===== src/include/dtop_defs.svh =====
`ifndef DTOP_DEFS_SVH
`define DTOP_DEFS_SVH

// Register map, byte-wide registers on a 4-bit address
`define DTOP_ADDR_FIRST_TIMER_LOW_COUNT   4'h0
`define DTOP_ADDR_FIRST_TIMER_HIGH_COUNT  4'h1
`define DTOP_ADDR_SECOND_TIMER_LOW_COUNT  4'h2
`define DTOP_ADDR_SECOND_TIMER_HIGH_COUNT 4'h3
`define DTOP_ADDR_FIRST_TIMER_MODE_REG    4'h4
`define DTOP_ADDR_SECOND_TIMER_MODE_REG   4'h5
`define DTOP_ADDR_EDGE_POLARITY_SELECT    4'h6
`define DTOP_ADDR_SHARED_TIMER_RUN_CTRL   4'h7
`define DTOP_ADDR_IRQ_REQUEST_GROUP_ONE   4'h8
`define DTOP_ADDR_IRQ_REQUEST_GROUP_TWO   4'h9

// Mode register fields
`define DTOP_MODE_SEL_LSB   0
`define DTOP_MODE_SEL_MSB   2
`define DTOP_MODE_WR_LATCH  3
`define DTOP_MODE_SRC_LSB   5
`define DTOP_MODE_SRC_MSB   6

// Mode select codes
`define DTOP_MODE_PULSE_CYC 3'h2
`define DTOP_MODE_PULSE_WID 3'h3
`define DTOP_MODE_ONESHOT   3'h5
`define DTOP_MODE_PWM       3'h6

// Edge/polarity select: trigger edge bits from 0, pulse polarity bits from 2
`define DTOP_EDGE_TRIG_LSB  0
`define DTOP_EDGE_POL_LSB   2

// Count source select codes and divider masks
`define DTOP_SRC_DIV2       2'h0
`define DTOP_SRC_DIV8       2'h1
`define DTOP_DIV2_MASK      4'h1
`define DTOP_DIV8_MASK      4'h7
`define DTOP_DIV16_MASK     4'hF

// Reset values
`define DTOP_RST_MODE       8'h00
`define DTOP_RST_EDGE       8'h00
`define DTOP_RST_RUN        8'h03
`define DTOP_RST_COUNT      16'hFFFF

`endif


===== src/include/dtop_pkg.sv =====
package dtop_pkg;

    localparam int DTOP_NUM_TIMERS = 2;

    typedef struct packed {
        logic [15:0] cnt;
        logic [15:0] latch;
        logic [7:0]  ph;
        logic        hi;
        logic        act;
        logic        pout;
        logic        trig_q;
        logic [2:0]  mode_q;
    } dtop_timer_s;

    typedef struct packed {
        dtop_timer_s [DTOP_NUM_TIMERS-1:0] tmr;
        logic [DTOP_NUM_TIMERS-1:0][7:0]   mode;
        logic [7:0]                        edge_sel;
        logic [7:0]                        run_ctl;
        logic [7:0]                        irq1;
        logic [7:0]                        irq2;
        logic [7:0]                        rdata;
    } dtop_state_s;

    typedef struct packed {
        logic [3:0] addr;
        logic [7:0] wdata;
        logic       wr;
        logic       rd;
    } dtop_bus_s;

endpackage


===== src/hw/dtop_prescaler.sv =====
`timescale 1ns/1ps
`include "dtop_defs.svh"

module dtop_prescaler
    import dtop_pkg::*;
#(
    parameter int N = DTOP_NUM_TIMERS
) (
    input  wire logic                i_sys_clk,
    input  wire logic                i_nrst,
    input  wire logic [N-1:0][1:0]   i_src_sel,
    output logic      [N-1:0]        o_tick
);

    // One shared divider keeps the two timers phase aligned
    logic [3:0] div_q;
    logic [3:0] div_d;

    always_comb begin
        div_d = div_q + 4'h1;
    end

    always_ff @(posedge i_sys_clk or negedge i_nrst) begin
        if (!i_nrst) begin
            div_q <= 4'h0;
        end else begin
            div_q <= div_d;
        end
    end

    genvar g;
    generate
        for (g = 0; g < N; g++) begin : g_tick
            always_comb begin
                case (i_src_sel[g])
                    `DTOP_SRC_DIV2: o_tick[g] = (div_q & `DTOP_DIV2_MASK) == `DTOP_DIV2_MASK;
                    `DTOP_SRC_DIV8: o_tick[g] = (div_q & `DTOP_DIV8_MASK) == `DTOP_DIV8_MASK;
                    default:        o_tick[g] = div_q == `DTOP_DIV16_MASK;
                endcase
            end
        end
    endgenerate

endmodule


===== src/hw/dtop_timers.sv =====
`timescale 1ns/1ps
`include "dtop_defs.svh"

// Behaviour
// - Mode code 101 selects one-shot output
// - Count clock is input over 2, 8, 16
// - Trigger edge bit: 0 falling, 1 rising
// - Active trigger edge sets group-two request bit
// - Polarity 0: idle low, pulse high
// - Polarity 1: idle high, pulse low
// - Width from count bytes; stopped ignores triggers
// - Polarity change flips pulse level at once
// - Mode code 110 selects PWM on pin
// - High n periods, low m periods
// - PWM rising edge sets group-one request
// - Stopped PWM write loads both, forces high
// - Running PWM repeats high then low
// - Latch-only PWM counts apply after underflow
// - Zero high holds low, zero low high
// - Any zero PWM count raises no request
// - Latch-only value reaches counter at underflow
// - Live count readable except measurement modes
// - Edge bits also set pin interrupt polarity
// - Run bit 0 counts, 1 holds
module dtop_timers
    import dtop_pkg::*;
(
    input  wire logic        i_sys_clk,
    input  wire logic        i_nrst,
    input  wire logic [3:0]  i_addr,
    input  wire logic [7:0]  i_wdata,
    input  wire logic        i_wr,
    input  wire logic        i_rd,
    output logic      [7:0]  o_rdata,
    input  wire logic [1:0]  i_trigger_pin,
    output logic      [1:0]  o_pulse_pin,
    output logic      [1:0]  o_irq_request_group_one,
    output logic      [1:0]  o_irq_request_group_two
);

    dtop_state_s             s_q;
    dtop_state_s             s_d;
    dtop_bus_s               bus;
    logic [DTOP_NUM_TIMERS-1:0]      tick;
    logic [DTOP_NUM_TIMERS-1:0][1:0] src_sel;

    assign bus.addr  = i_addr;
    assign bus.wdata = i_wdata;
    assign bus.wr    = i_wr;
    assign bus.rd    = i_rd;

    genvar g;
    generate
        for (g = 0; g < DTOP_NUM_TIMERS; g++) begin : g_src
            assign src_sel[g] = s_q.mode[g][`DTOP_MODE_SRC_MSB:`DTOP_MODE_SRC_LSB];
        end
    endgenerate

    dtop_prescaler #(
        .N (DTOP_NUM_TIMERS)
    ) u_prescaler (
        .i_sys_clk (i_sys_clk),
        .i_nrst    (i_nrst),
        .i_src_sel (src_sel),
        .o_tick    (tick)
    );

    always_comb begin
        logic [7:0]  set1;
        logic [7:0]  set2;
        logic [2:0]  code;
        logic        running;
        logic        entering;
        logic        trig_edge;
        logic        pol;
        logic        wr_lo;
        logic        wr_hi;
        logic        wr_both;
        logic [7:0]  n_cur;
        logic [7:0]  m_cur;
        logic [7:0]  n_new;
        logic [7:0]  m_new;
        logic [15:0] live;
        set1      = 8'h00;
        set2      = 8'h00;
        code      = 3'h0;
        running   = 1'b0;
        entering  = 1'b0;
        trig_edge = 1'b0;
        pol       = 1'b0;
        wr_lo     = 1'b0;
        wr_hi     = 1'b0;
        wr_both   = 1'b0;
        n_cur     = 8'h00;
        m_cur     = 8'h00;
        n_new     = 8'h00;
        m_new     = 8'h00;
        live      = 16'h0000;
        s_d       = s_q;

        for (int i = 0; i < DTOP_NUM_TIMERS; i++) begin
            code     = s_q.mode[i][`DTOP_MODE_SEL_MSB:`DTOP_MODE_SEL_LSB];
            running  = ~s_q.run_ctl[i];
            entering = code != s_q.tmr[i].mode_q;
            pol      = s_q.edge_sel[`DTOP_EDGE_POL_LSB + i];
            // Edge select doubles as the pin interrupt polarity
            if (s_q.edge_sel[`DTOP_EDGE_TRIG_LSB + i]) begin
                trig_edge = i_trigger_pin[i] & ~s_q.tmr[i].trig_q;
            end else begin
                trig_edge = ~i_trigger_pin[i] & s_q.tmr[i].trig_q;
            end
            if (trig_edge) begin
                set2[i] = 1'b1;
            end
            s_d.tmr[i].trig_q = i_trigger_pin[i];
            s_d.tmr[i].mode_q = code;
            n_cur = s_q.tmr[i].cnt[15:8];
            m_cur = s_q.tmr[i].cnt[7:0];
            n_new = s_q.tmr[i].latch[15:8];
            m_new = s_q.tmr[i].latch[7:0];

            case (code)
                `DTOP_MODE_ONESHOT: begin
                    if (entering) begin
                        s_d.tmr[i].act = 1'b0;
                    end else if (running && trig_edge && !s_q.tmr[i].act) begin
                        // Stopped timer lets the edge through only as a request
                        s_d.tmr[i].act = 1'b1;
                        s_d.tmr[i].cnt = s_q.tmr[i].latch;
                    end else if (running && s_q.tmr[i].act && tick[i]) begin
                        if (s_q.tmr[i].cnt == 16'h0000) begin
                            s_d.tmr[i].act = 1'b0;
                            s_d.tmr[i].cnt = s_q.tmr[i].latch;
                            set1[i]        = 1'b1;
                        end else begin
                            s_d.tmr[i].cnt = s_q.tmr[i].cnt - 16'h0001;
                        end
                    end
                    // Level follows polarity live, so a polarity write inverts it
                    s_d.tmr[i].pout = pol ^ s_d.tmr[i].act;
                end
                `DTOP_MODE_PWM: begin
                    if (entering) begin
                        s_d.tmr[i].pout = 1'b1;
                        s_d.tmr[i].hi   = 1'b1;
                        s_d.tmr[i].ph   = n_cur;
                    end else if (running && tick[i]) begin
                        if (n_cur == 8'h00 || m_cur == 8'h00) begin
                            // Degenerate counts: flat level, no request
                            s_d.tmr[i].pout = n_cur != 8'h00;
                            s_d.tmr[i].cnt  = s_q.tmr[i].latch;
                            s_d.tmr[i].hi   = 1'b1;
                            s_d.tmr[i].ph   = n_new;
                        end else if (s_q.tmr[i].ph > 8'h01) begin
                            s_d.tmr[i].ph = s_q.tmr[i].ph - 8'h01;
                        end else if (s_q.tmr[i].hi) begin
                            s_d.tmr[i].hi   = 1'b0;
                            s_d.tmr[i].ph   = m_cur;
                            s_d.tmr[i].pout = 1'b0;
                        end else begin
                            // Period end is the underflow: latch values take over
                            s_d.tmr[i].cnt  = s_q.tmr[i].latch;
                            s_d.tmr[i].hi   = 1'b1;
                            s_d.tmr[i].ph   = n_new;
                            s_d.tmr[i].pout = n_new != 8'h00;
                            if (n_new != 8'h00 && m_new != 8'h00) begin
                                set1[i] = 1'b1;
                            end
                        end
                    end
                end
                default: begin
                    if (running && tick[i]) begin
                        if (s_q.tmr[i].cnt == 16'h0000) begin
                            s_d.tmr[i].cnt = s_q.tmr[i].latch;
                            set1[i]        = 1'b1;
                        end else begin
                            s_d.tmr[i].cnt = s_q.tmr[i].cnt - 16'h0001;
                        end
                    end
                end
            endcase

            // Count byte writes; a write near an underflow simply wins
            wr_lo   = bus.wr && bus.addr == 4'(2 * i);
            wr_hi   = bus.wr && bus.addr == 4'(2 * i + 1);
            wr_both = !s_q.mode[i][`DTOP_MODE_WR_LATCH] ||
                      (code == `DTOP_MODE_PWM && !running);
            if (wr_lo) begin
                s_d.tmr[i].latch[7:0] = bus.wdata;
                if (wr_both) begin
                    s_d.tmr[i].cnt[7:0] = bus.wdata;
                end
            end
            if (wr_hi) begin
                s_d.tmr[i].latch[15:8] = bus.wdata;
                if (wr_both) begin
                    s_d.tmr[i].cnt[15:8] = bus.wdata;
                end
            end
            if ((wr_lo || wr_hi) && code == `DTOP_MODE_PWM && !running) begin
                s_d.tmr[i].pout = 1'b1;
                s_d.tmr[i].hi   = 1'b1;
                s_d.tmr[i].ph   = s_d.tmr[i].cnt[15:8];
            end
        end

        if (bus.wr) begin
            case (bus.addr)
                `DTOP_ADDR_FIRST_TIMER_MODE_REG:  s_d.mode[0]  = bus.wdata;
                `DTOP_ADDR_SECOND_TIMER_MODE_REG: s_d.mode[1]  = bus.wdata;
                `DTOP_ADDR_EDGE_POLARITY_SELECT:  s_d.edge_sel = bus.wdata & 8'h0F;
                `DTOP_ADDR_SHARED_TIMER_RUN_CTRL: s_d.run_ctl  = bus.wdata & 8'h03;
                // Writing 0 clears a request bit, writing 1 leaves it
                `DTOP_ADDR_IRQ_REQUEST_GROUP_ONE: s_d.irq1     = s_q.irq1 & bus.wdata;
                `DTOP_ADDR_IRQ_REQUEST_GROUP_TWO: s_d.irq2     = s_q.irq2 & bus.wdata;
                default: begin
                end
            endcase
        end
        // New events outrank a simultaneous clear
        s_d.irq1 = (s_d.irq1 | set1) & 8'h03;
        s_d.irq2 = (s_d.irq2 | set2) & 8'h03;

        s_d.rdata = 8'h00;
        if (bus.rd) begin
            case (bus.addr)
                `DTOP_ADDR_FIRST_TIMER_LOW_COUNT,
                `DTOP_ADDR_FIRST_TIMER_HIGH_COUNT,
                `DTOP_ADDR_SECOND_TIMER_LOW_COUNT,
                `DTOP_ADDR_SECOND_TIMER_HIGH_COUNT: begin
                    // Latch is write-only; measurement modes hide the count
                    live = s_q.tmr[bus.addr[1]].cnt;
                    code = s_q.mode[bus.addr[1]][`DTOP_MODE_SEL_MSB:`DTOP_MODE_SEL_LSB];
                    if (code != `DTOP_MODE_PULSE_CYC && code != `DTOP_MODE_PULSE_WID) begin
                        s_d.rdata = bus.addr[0] ? live[15:8] : live[7:0];
                    end
                end
                `DTOP_ADDR_FIRST_TIMER_MODE_REG:  s_d.rdata = s_q.mode[0];
                `DTOP_ADDR_SECOND_TIMER_MODE_REG: s_d.rdata = s_q.mode[1];
                `DTOP_ADDR_EDGE_POLARITY_SELECT:  s_d.rdata = s_q.edge_sel;
                `DTOP_ADDR_SHARED_TIMER_RUN_CTRL: s_d.rdata = s_q.run_ctl;
                `DTOP_ADDR_IRQ_REQUEST_GROUP_ONE: s_d.rdata = s_q.irq1;
                `DTOP_ADDR_IRQ_REQUEST_GROUP_TWO: s_d.rdata = s_q.irq2;
                default:                          s_d.rdata = 8'h00;
            endcase
        end
    end

    always_ff @(posedge i_sys_clk or negedge i_nrst) begin
        if (!i_nrst) begin
            for (int i = 0; i < DTOP_NUM_TIMERS; i++) begin
                s_q.tmr[i].cnt    <= `DTOP_RST_COUNT;
                s_q.tmr[i].latch  <= `DTOP_RST_COUNT;
                s_q.tmr[i].ph     <= 8'h00;
                s_q.tmr[i].hi     <= 1'b0;
                s_q.tmr[i].act    <= 1'b0;
                s_q.tmr[i].pout   <= 1'b0;
                s_q.tmr[i].trig_q <= 1'b0;
                s_q.tmr[i].mode_q <= 3'h0;
                s_q.mode[i]       <= `DTOP_RST_MODE;
            end
            s_q.edge_sel <= `DTOP_RST_EDGE;
            s_q.run_ctl  <= `DTOP_RST_RUN;
            s_q.irq1     <= 8'h00;
            s_q.irq2     <= 8'h00;
            s_q.rdata    <= 8'h00;
        end else begin
            s_q <= s_d;
        end
    end

    assign o_rdata                 = s_q.rdata;
    assign o_pulse_pin             = {s_q.tmr[1].pout, s_q.tmr[0].pout};
    assign o_irq_request_group_one = s_q.irq1[1:0];
    assign o_irq_request_group_two = s_q.irq2[1:0];

endmodule


===== config.mk =====
export PLATFORM = sky130hd
export DESIGN_NAME = dtop_timers
export DESIGN_NICKNAME = d
export VERILOG_FILES = /design/src/include/dtop_pkg.sv /design/src/hw/dtop_prescaler.sv /design/src/hw/dtop_timers.sv
export VERILOG_INCLUDE_DIRS = /design/src /design/src/include
export SDC_FILE = /design/constraint.sdc
export NUM_CORES = 1
export LEC_CHECK = 0
export BUFFER_PORTS_ARGS = -buffer_cell sky130_fd_sc_hd__buf_2
export CORE_AREA = 2 2 128 130
export DETAILED_ROUTE_END_ITERATION = 8
export DIE_AREA = 0 0 130 132
export GPL_TIMING_DRIVEN = 0
export PLACE_DENSITY_LB_ADDON = 0.2
export SLEW_MARGIN = 25
export SYNTH_ARGS = -nofsm -noshare
export SYNTH_HDL_FRONTEND = slang
export SYNTH_SLANG_ARGS = --single-unit

===== constraint.sdc =====
create_clock -name i_sys_clk -period 4.6 [get_ports i_sys_clk]
set_clock_uncertainty 0.05 [all_clocks]
set_input_delay 0.23 -clock i_sys_clk [delete_from_list [all_inputs] [get_ports i_sys_clk]]
set_output_delay 0.23 -clock i_sys_clk [all_outputs]
set_load 0.05 [all_outputs]

== Yosys cells after proc, flatten, opt, wreduce, memory -nomap -nowiden ==
Cells that the tools add are included.

* Bits in writable memories: 0
* Register bits: 132
* Word-level logic and storage cells: 253
* Memories: 0
* Output and inout port bits: 14
* Input port bits: 18
* Bits in latches: 0
* Bits in read-only memories: 0

* Muxes and demuxes: 111
* Bitwise gates (word level): 16
* Shifts and indexed selects: 0
* Reductions and logical operators: 65
* Eq/ne operators: 27
* Multiply operators: 0
* Divide/modulo/power cells: 0
* $add $sub $neg: 5
* Order comparisons: 3

{| class="wikitable"
|+ Operators with widths
! operator !! number
|-
| 2-to-1 mux 16 bit || 20
|-
| 2-to-1 mux 8 bit || 14
|-
| 2-to-1 mux 9 bit || 12
|-
| 2-to-1 mux 47 bit || 2
|-
| case mux 16 bit (2 select lines) || 2
|-
| case mux 8 bit (7 select lines) || 1
|-
| 2-to-1 mux 1 bit || 50
|-
| nonzero test 8 bit || 6
|-
| zero test 16 bit || 2
|-
| zero test 8 bit || 4
|-
| subtractor 16 x 1 -> 16 bit (second input constant) || 2
|-
| logical AND 1 bit || 23
|-
| equality test 4 x 3 -> 1 bit (second input constant) || 4
|-
| > comparator 8 x 1 -> 1 bit (second input constant) || 2
|-
| != test 4 x 3 -> 1 bit (second input constant) || 4
|-
| subtractor 8 x 1 -> 8 bit (second input constant) || 2
|-
| equality test 3 bit (second input constant) || 5
|-
| equality test 4 bit (second input constant) || 3
|-
| case mux 1 bit (2 select lines) || 6
|-
| AND reduction 2 bit || 6
|-
| AND reduction 3 bit || 4
|-
| nonzero test 3 bit || 4
|-
| 2-to-1 mux 10 bit || 1
|-
| != test 5 x 4 -> 1 bit (second input constant) || 2
|-
| other kinds (21) || 46
|}

== Depth between registers and ports, before layout ==
* Depth after elaboration: 11
* Depth in mapped cells: 12
* Gate-level depth less buffers: 9

== Cells and area by module ==
Synthesis repeated with hierarchy kept, for this count alone.

* Cells, all modules: 1163
* Area total of the unflattened synthesis: 10018.4 um2

{| class="wikitable"
|+ Modules (own cells, without submodules)
! module !! cells an instance !! area each (um2) !! sequential area each (um2) !! times used
|-
| dtop_timers || 1148 || 9828.2 || 3285.7 || 1
|-
| dtop_prescaler || 15 || 190.2 || 100.1 || 1
|}

== Least setup slack after synthesis ==
OpenSTA, ideal clock, no wires.

* Kind: register to register
* Start point: reg s_q[134] in the netlist's numbering
* End point: reg s_q[143] in the netlist's numbering
* Setup slack: 1.639 ns
* Period minus slack after synthesis: 2.961 ns
* Cell stages (with the launch flop): 11
* Library setup time: 0.082 ns
* Path buffers: 1
* Required time: 4.468 ns
* Arrival time: 2.829 ns
* Cell sequence: dfstp_2 -> clkbuf_1 -> inv_1 -> ha_1 -> or3b_2 -> nor2_1 -> o311ai_2 -> mux2_2 -> a211oi_1 -> nor2_1 -> a211o_1

{| class="wikitable"
|+ RTL lines
! element !! RTL line !! text
|-
| start, declared || dtop_timers.sv:41 || <nowiki>dtop_state_s s_q;</nowiki>
|}

== Final worst setup path ==
* Start point: reg s_q[134] in the netlist's numbering
* End point: reg s_q[113] in the netlist's numbering

* Longest elaborated chain between the ends: 9
* Elaborated cells between the ends (all ways): 20
* Those cells by class: add/sub (1); mux (16); reduce/logical (3)

{| class="wikitable"
|+ RTL lines
! element !! RTL line !! text
|-
| subtractor 16 x 1 -> 16 bit, or another cell as far along || dtop_timers.sv:136, dtop_timers.sv:178 ||
|-
| 2-to-1 mux 16 bit / logical OR 1 bit (equally long branches) || dtop_timers.sv:131, dtop_timers.sv:174, dtop_timers.sv:148 ||
|-
| 2-to-1 mux 16 bit, on equally long branches || dtop_timers.sv:130, dtop_timers.sv:148 ||
|-
| 2-to-1 mux 16 bit, on equally long branches || dtop_timers.sv:126, dtop_timers.sv:147 ||
|-
| 2-to-1 mux 16 bit, on equally long branches || dtop_timers.sv:124, dtop_timers.sv:143 ||
|-
| case mux 16 bit (2 select lines) || dtop_timers.sv:122 || <nowiki>case (code)</nowiki>
|-
| 2-to-1 mux 8 bit || dtop_timers.sv:197 || <nowiki>if (wr_both) begin</nowiki>
|-
| 2-to-1 mux 8 bit || dtop_timers.sv:195 || <nowiki>if (wr_hi) begin</nowiki>
|-
| 2-to-1 mux 9 bit (*) || dtop_timers.sv:201 || <nowiki>if ((wr_lo || wr_hi) && code == `DTOP_MODE_PWM && !running) begin</nowiki>
|}

Mark *: on every way between the ends. The rest lies on a longest branch, timed or not. The select of a mux whose other input is x is not followed.
A chain may end at the register's enable or synchronous reset.

==> flow_summary.yaml <==
outcome:
  status: "complete, but fails checks"
  violations: "DRC"
cells_and_area:
  num-fill-cells: 1236
  nets: 1263
  drive_gt1_frac: 0.192
  syn2layout_area_growth_pct: 11.3
  fin_area_um2: 11100
place:
  place.gp.congestion: 1.13
  dp_hpwl_um: 27800
  placed_area_um2: 10500
  numPortBuffers: 30
grt:
  grt_max_degree: 78
  grt_pass1_wl_um: 59900
  grt_pass1_vias: 10300
  grt_overflow: 0
  antenna_found_initial: 0
  grtUsageTotal: 0.461
die:
  io-pin-count: 32
  die_height_um: 132
  die_x_um: 130
  initial_core_util: 0.637
  die_area_um2: 17200
  num_rows: 46
  coreArea_um2: 15700
timing:
  rsz0062_at_grt: "false"
  tightest_slew_ns: 1.11
  fin_crit_ns: 4.12
  setup_viol: 0
  finalSetupTns_ns: 0
  fmax_mhz: 243
  hold_violations: 0
  period_share: 0.895
  slew_violations: 0
  slew_headroom: 0.262
detailed_routing:
  wl_um: 39500
  route.top_layer_used: "met4"
  drc: 19
  dr_wl_met2_um: 16300
  drtAntennaViolNets: 0
  vias: 10900
  wl_per_cell_um: 26.9
  vias_per_cell: 7.45
  wirelength_met1_um: 14600
  wl_met3_um: 6350
  drtIter0Drc: 1870
  drt_pass1_iterations: 9
cts:
  path_clk_slew_ns: 0.07
  clockRootBuffer: "clkbuf_16"
  clk_latency_ns: 0.45
  post_cts_buffers: 0
  cts_made_buffers: 17
  h-tree-depth: 4
  cts_buffer_depth: 2
  cts_hold_buffers: 3
  clock_sinks: 132
  cts-resized-gates: 0
  cts_tree: "yes"
synthesis:
  synth-seq-cells: 132
  postSynthCellCount: 1182
  yosysTopAreaCell: "dfstp_2"
  synth_warnings: 0
  yosysSeqAreaShare: 0.338
  synth_edf_count: 0
  synthArstFlopShare: 1.00
  synth_ff_type: "dfstp_2"
  netlist_area_um2: 10000
  yosysMostFrequentCell: "nor2_1"
  synth_cell_types: 78
  synth_common_cells: "nor2_1, nand2_1, clkbuf_1"
  syn_area_per_cell_um2: 8.47
  synth_top_area_share: 0.173
  synth.net_count: 1210
  synth_area_leaders: "dfstp_2, dfrtp_1, mux2_2"
worst_hold_path:
  hp-start: "i_wdata[4]"
  hold_class: "in -> reg"
critical_path:
  start_kind: "flip-flop"
  critPathKind: "reg -> reg"
  crit_start: "s_q[134]"
  rr_startpoint: "s_q[134]"
  cp_max_fo: 10
  critical_path_arrival_ns: 4.35
  critPathRequiredTime_ns: 4.83
  end_kind: "flip-flop"
flow_run:
  cap_violations: 0
power_and_ir_drop:
  leakagePower_uw: 0.00434
  power_density_nw_per_um2: 648
  ir_worst_vdd_mv: 0.389
-- worst paths after layout --
check	to	slack, ns	cells after the start
setup / recovery	s_q[113]	0.48	10
hold / removal	s_q[114]	0.06	3
setup reg to reg	s_q[113]	0.48	10
hold reg to reg	s_q[104]	0.32	0
max in group asynchronous	s_q[24]	3.46	3
min in group asynchronous	s_q[66]	0.28	2
-- final cells by class --
type,count,area (um^2),area share
diodes,2,5.00,0.000449
plain buffers,110,472,0.0423
clock buffers,17,425,0.0382
clock inverters,15,203,0.0182
inverters,18,67.6,0.00606
multi-input cells,922,6100,0.547
flip-flops and latches,132,3390,0.304
well taps,216,270,0.0243
repair buffers,34,218,0.0195
-- worst max-delay path: stages, from the launching register on --
cell	delay (ns)
dfstp_2	0.52
clkbuf_1	0.51
inv_1	0.20
ha_1	0.26
or3b_2	0.21
nor2_1	0.12
o311ai_2	0.94
mux2i_1	0.27
nor2_1	0.06
nor4_1	0.64
o21ai_0	0.19
-- state kept, by name, indices dropped and copies added, names as in the netlist --
signal,count
s_q,108
u_prescaler.div_q,4
o_rdata,8
s_d,6
o_irq_request_group_two,2
o_pulse_pin,2
o_irq_request_group_one,2
-- layout by cell type, fill, tap and decap left out, types with 10 or more instances in the layout --
cell,instances
o21ai_0,72
buf_2,33
o221ai_1,19
xor2_1,11
inv_1,18
buf_4,14
dfrtp_1,66
mux2_2,64
dfstp_2,66
clkbuf_1,88
nor4_1,27
clkbuf_16,17
and2_1,10
o22ai_1,14
and3_1,16
a22oi_1,20
o211ai_1,16
nor3_1,28
a211oi_1,17
nor3b_1,13
nand2_1,97
a221oi_1,17
nor2_1,127
mux2i_1,18
xnor2_1,22
ha_1,10
nand3_1,33
a31oi_1,26
a21oi_1,78
-- routing by layer --
layer / up-vias / track usage
met5: - / 0
met4: 0 / 0.216
met3: 209 / 0.166
met2: 1005 / 0.645
met1: 5128 / 0.636
li1: 4576 / -
-- metrics by stage --
step | power (uW) | utilization | hold slack (ns) | cells | worst slack [ns]
after CTS | 7010 | 0.709 | 0.0545 | 1464 | 0.724
after detailed placement | 5500 | 0.667 | 0.142 | 1429 | 0.756
after floorplan | 4400 | - | -0.116 | 1182 | 1.64
after global placement | 5460 | 0.664 | 0.303 | 1428 | 0.753
after global routing | 7500 | 0.709 | 0.0905 | 1464 | 0.457
final | 7220 | 0.709 | 0.0556 | 1466 | 0.482
-- where the power goes --
group / internal [uW] / switching, uW
clock network: 836 / 638
registers: 1660 / 460
logic: 1290 / 2340
total: 3780 / 3440
-- logic make-up (layout without fill, tap and decap cells) --
group / after synthesis / after routing / share of synthesized area
other cells: 0 / 2 / 0
compound gates: 371 / 371 / 0.252
fa+ha+maj: 10 / 10 / 0.0125
simple gates: 416 / 416 / 0.204
mux: 92 / 92 / 0.110
flops: 132 / 132 / 0.338
buf+inv: 128 / 194 / 0.0539
xor+xnor: 33 / 33 / 0.0289
Note: power is estimated with default switching activity, not from simulation.
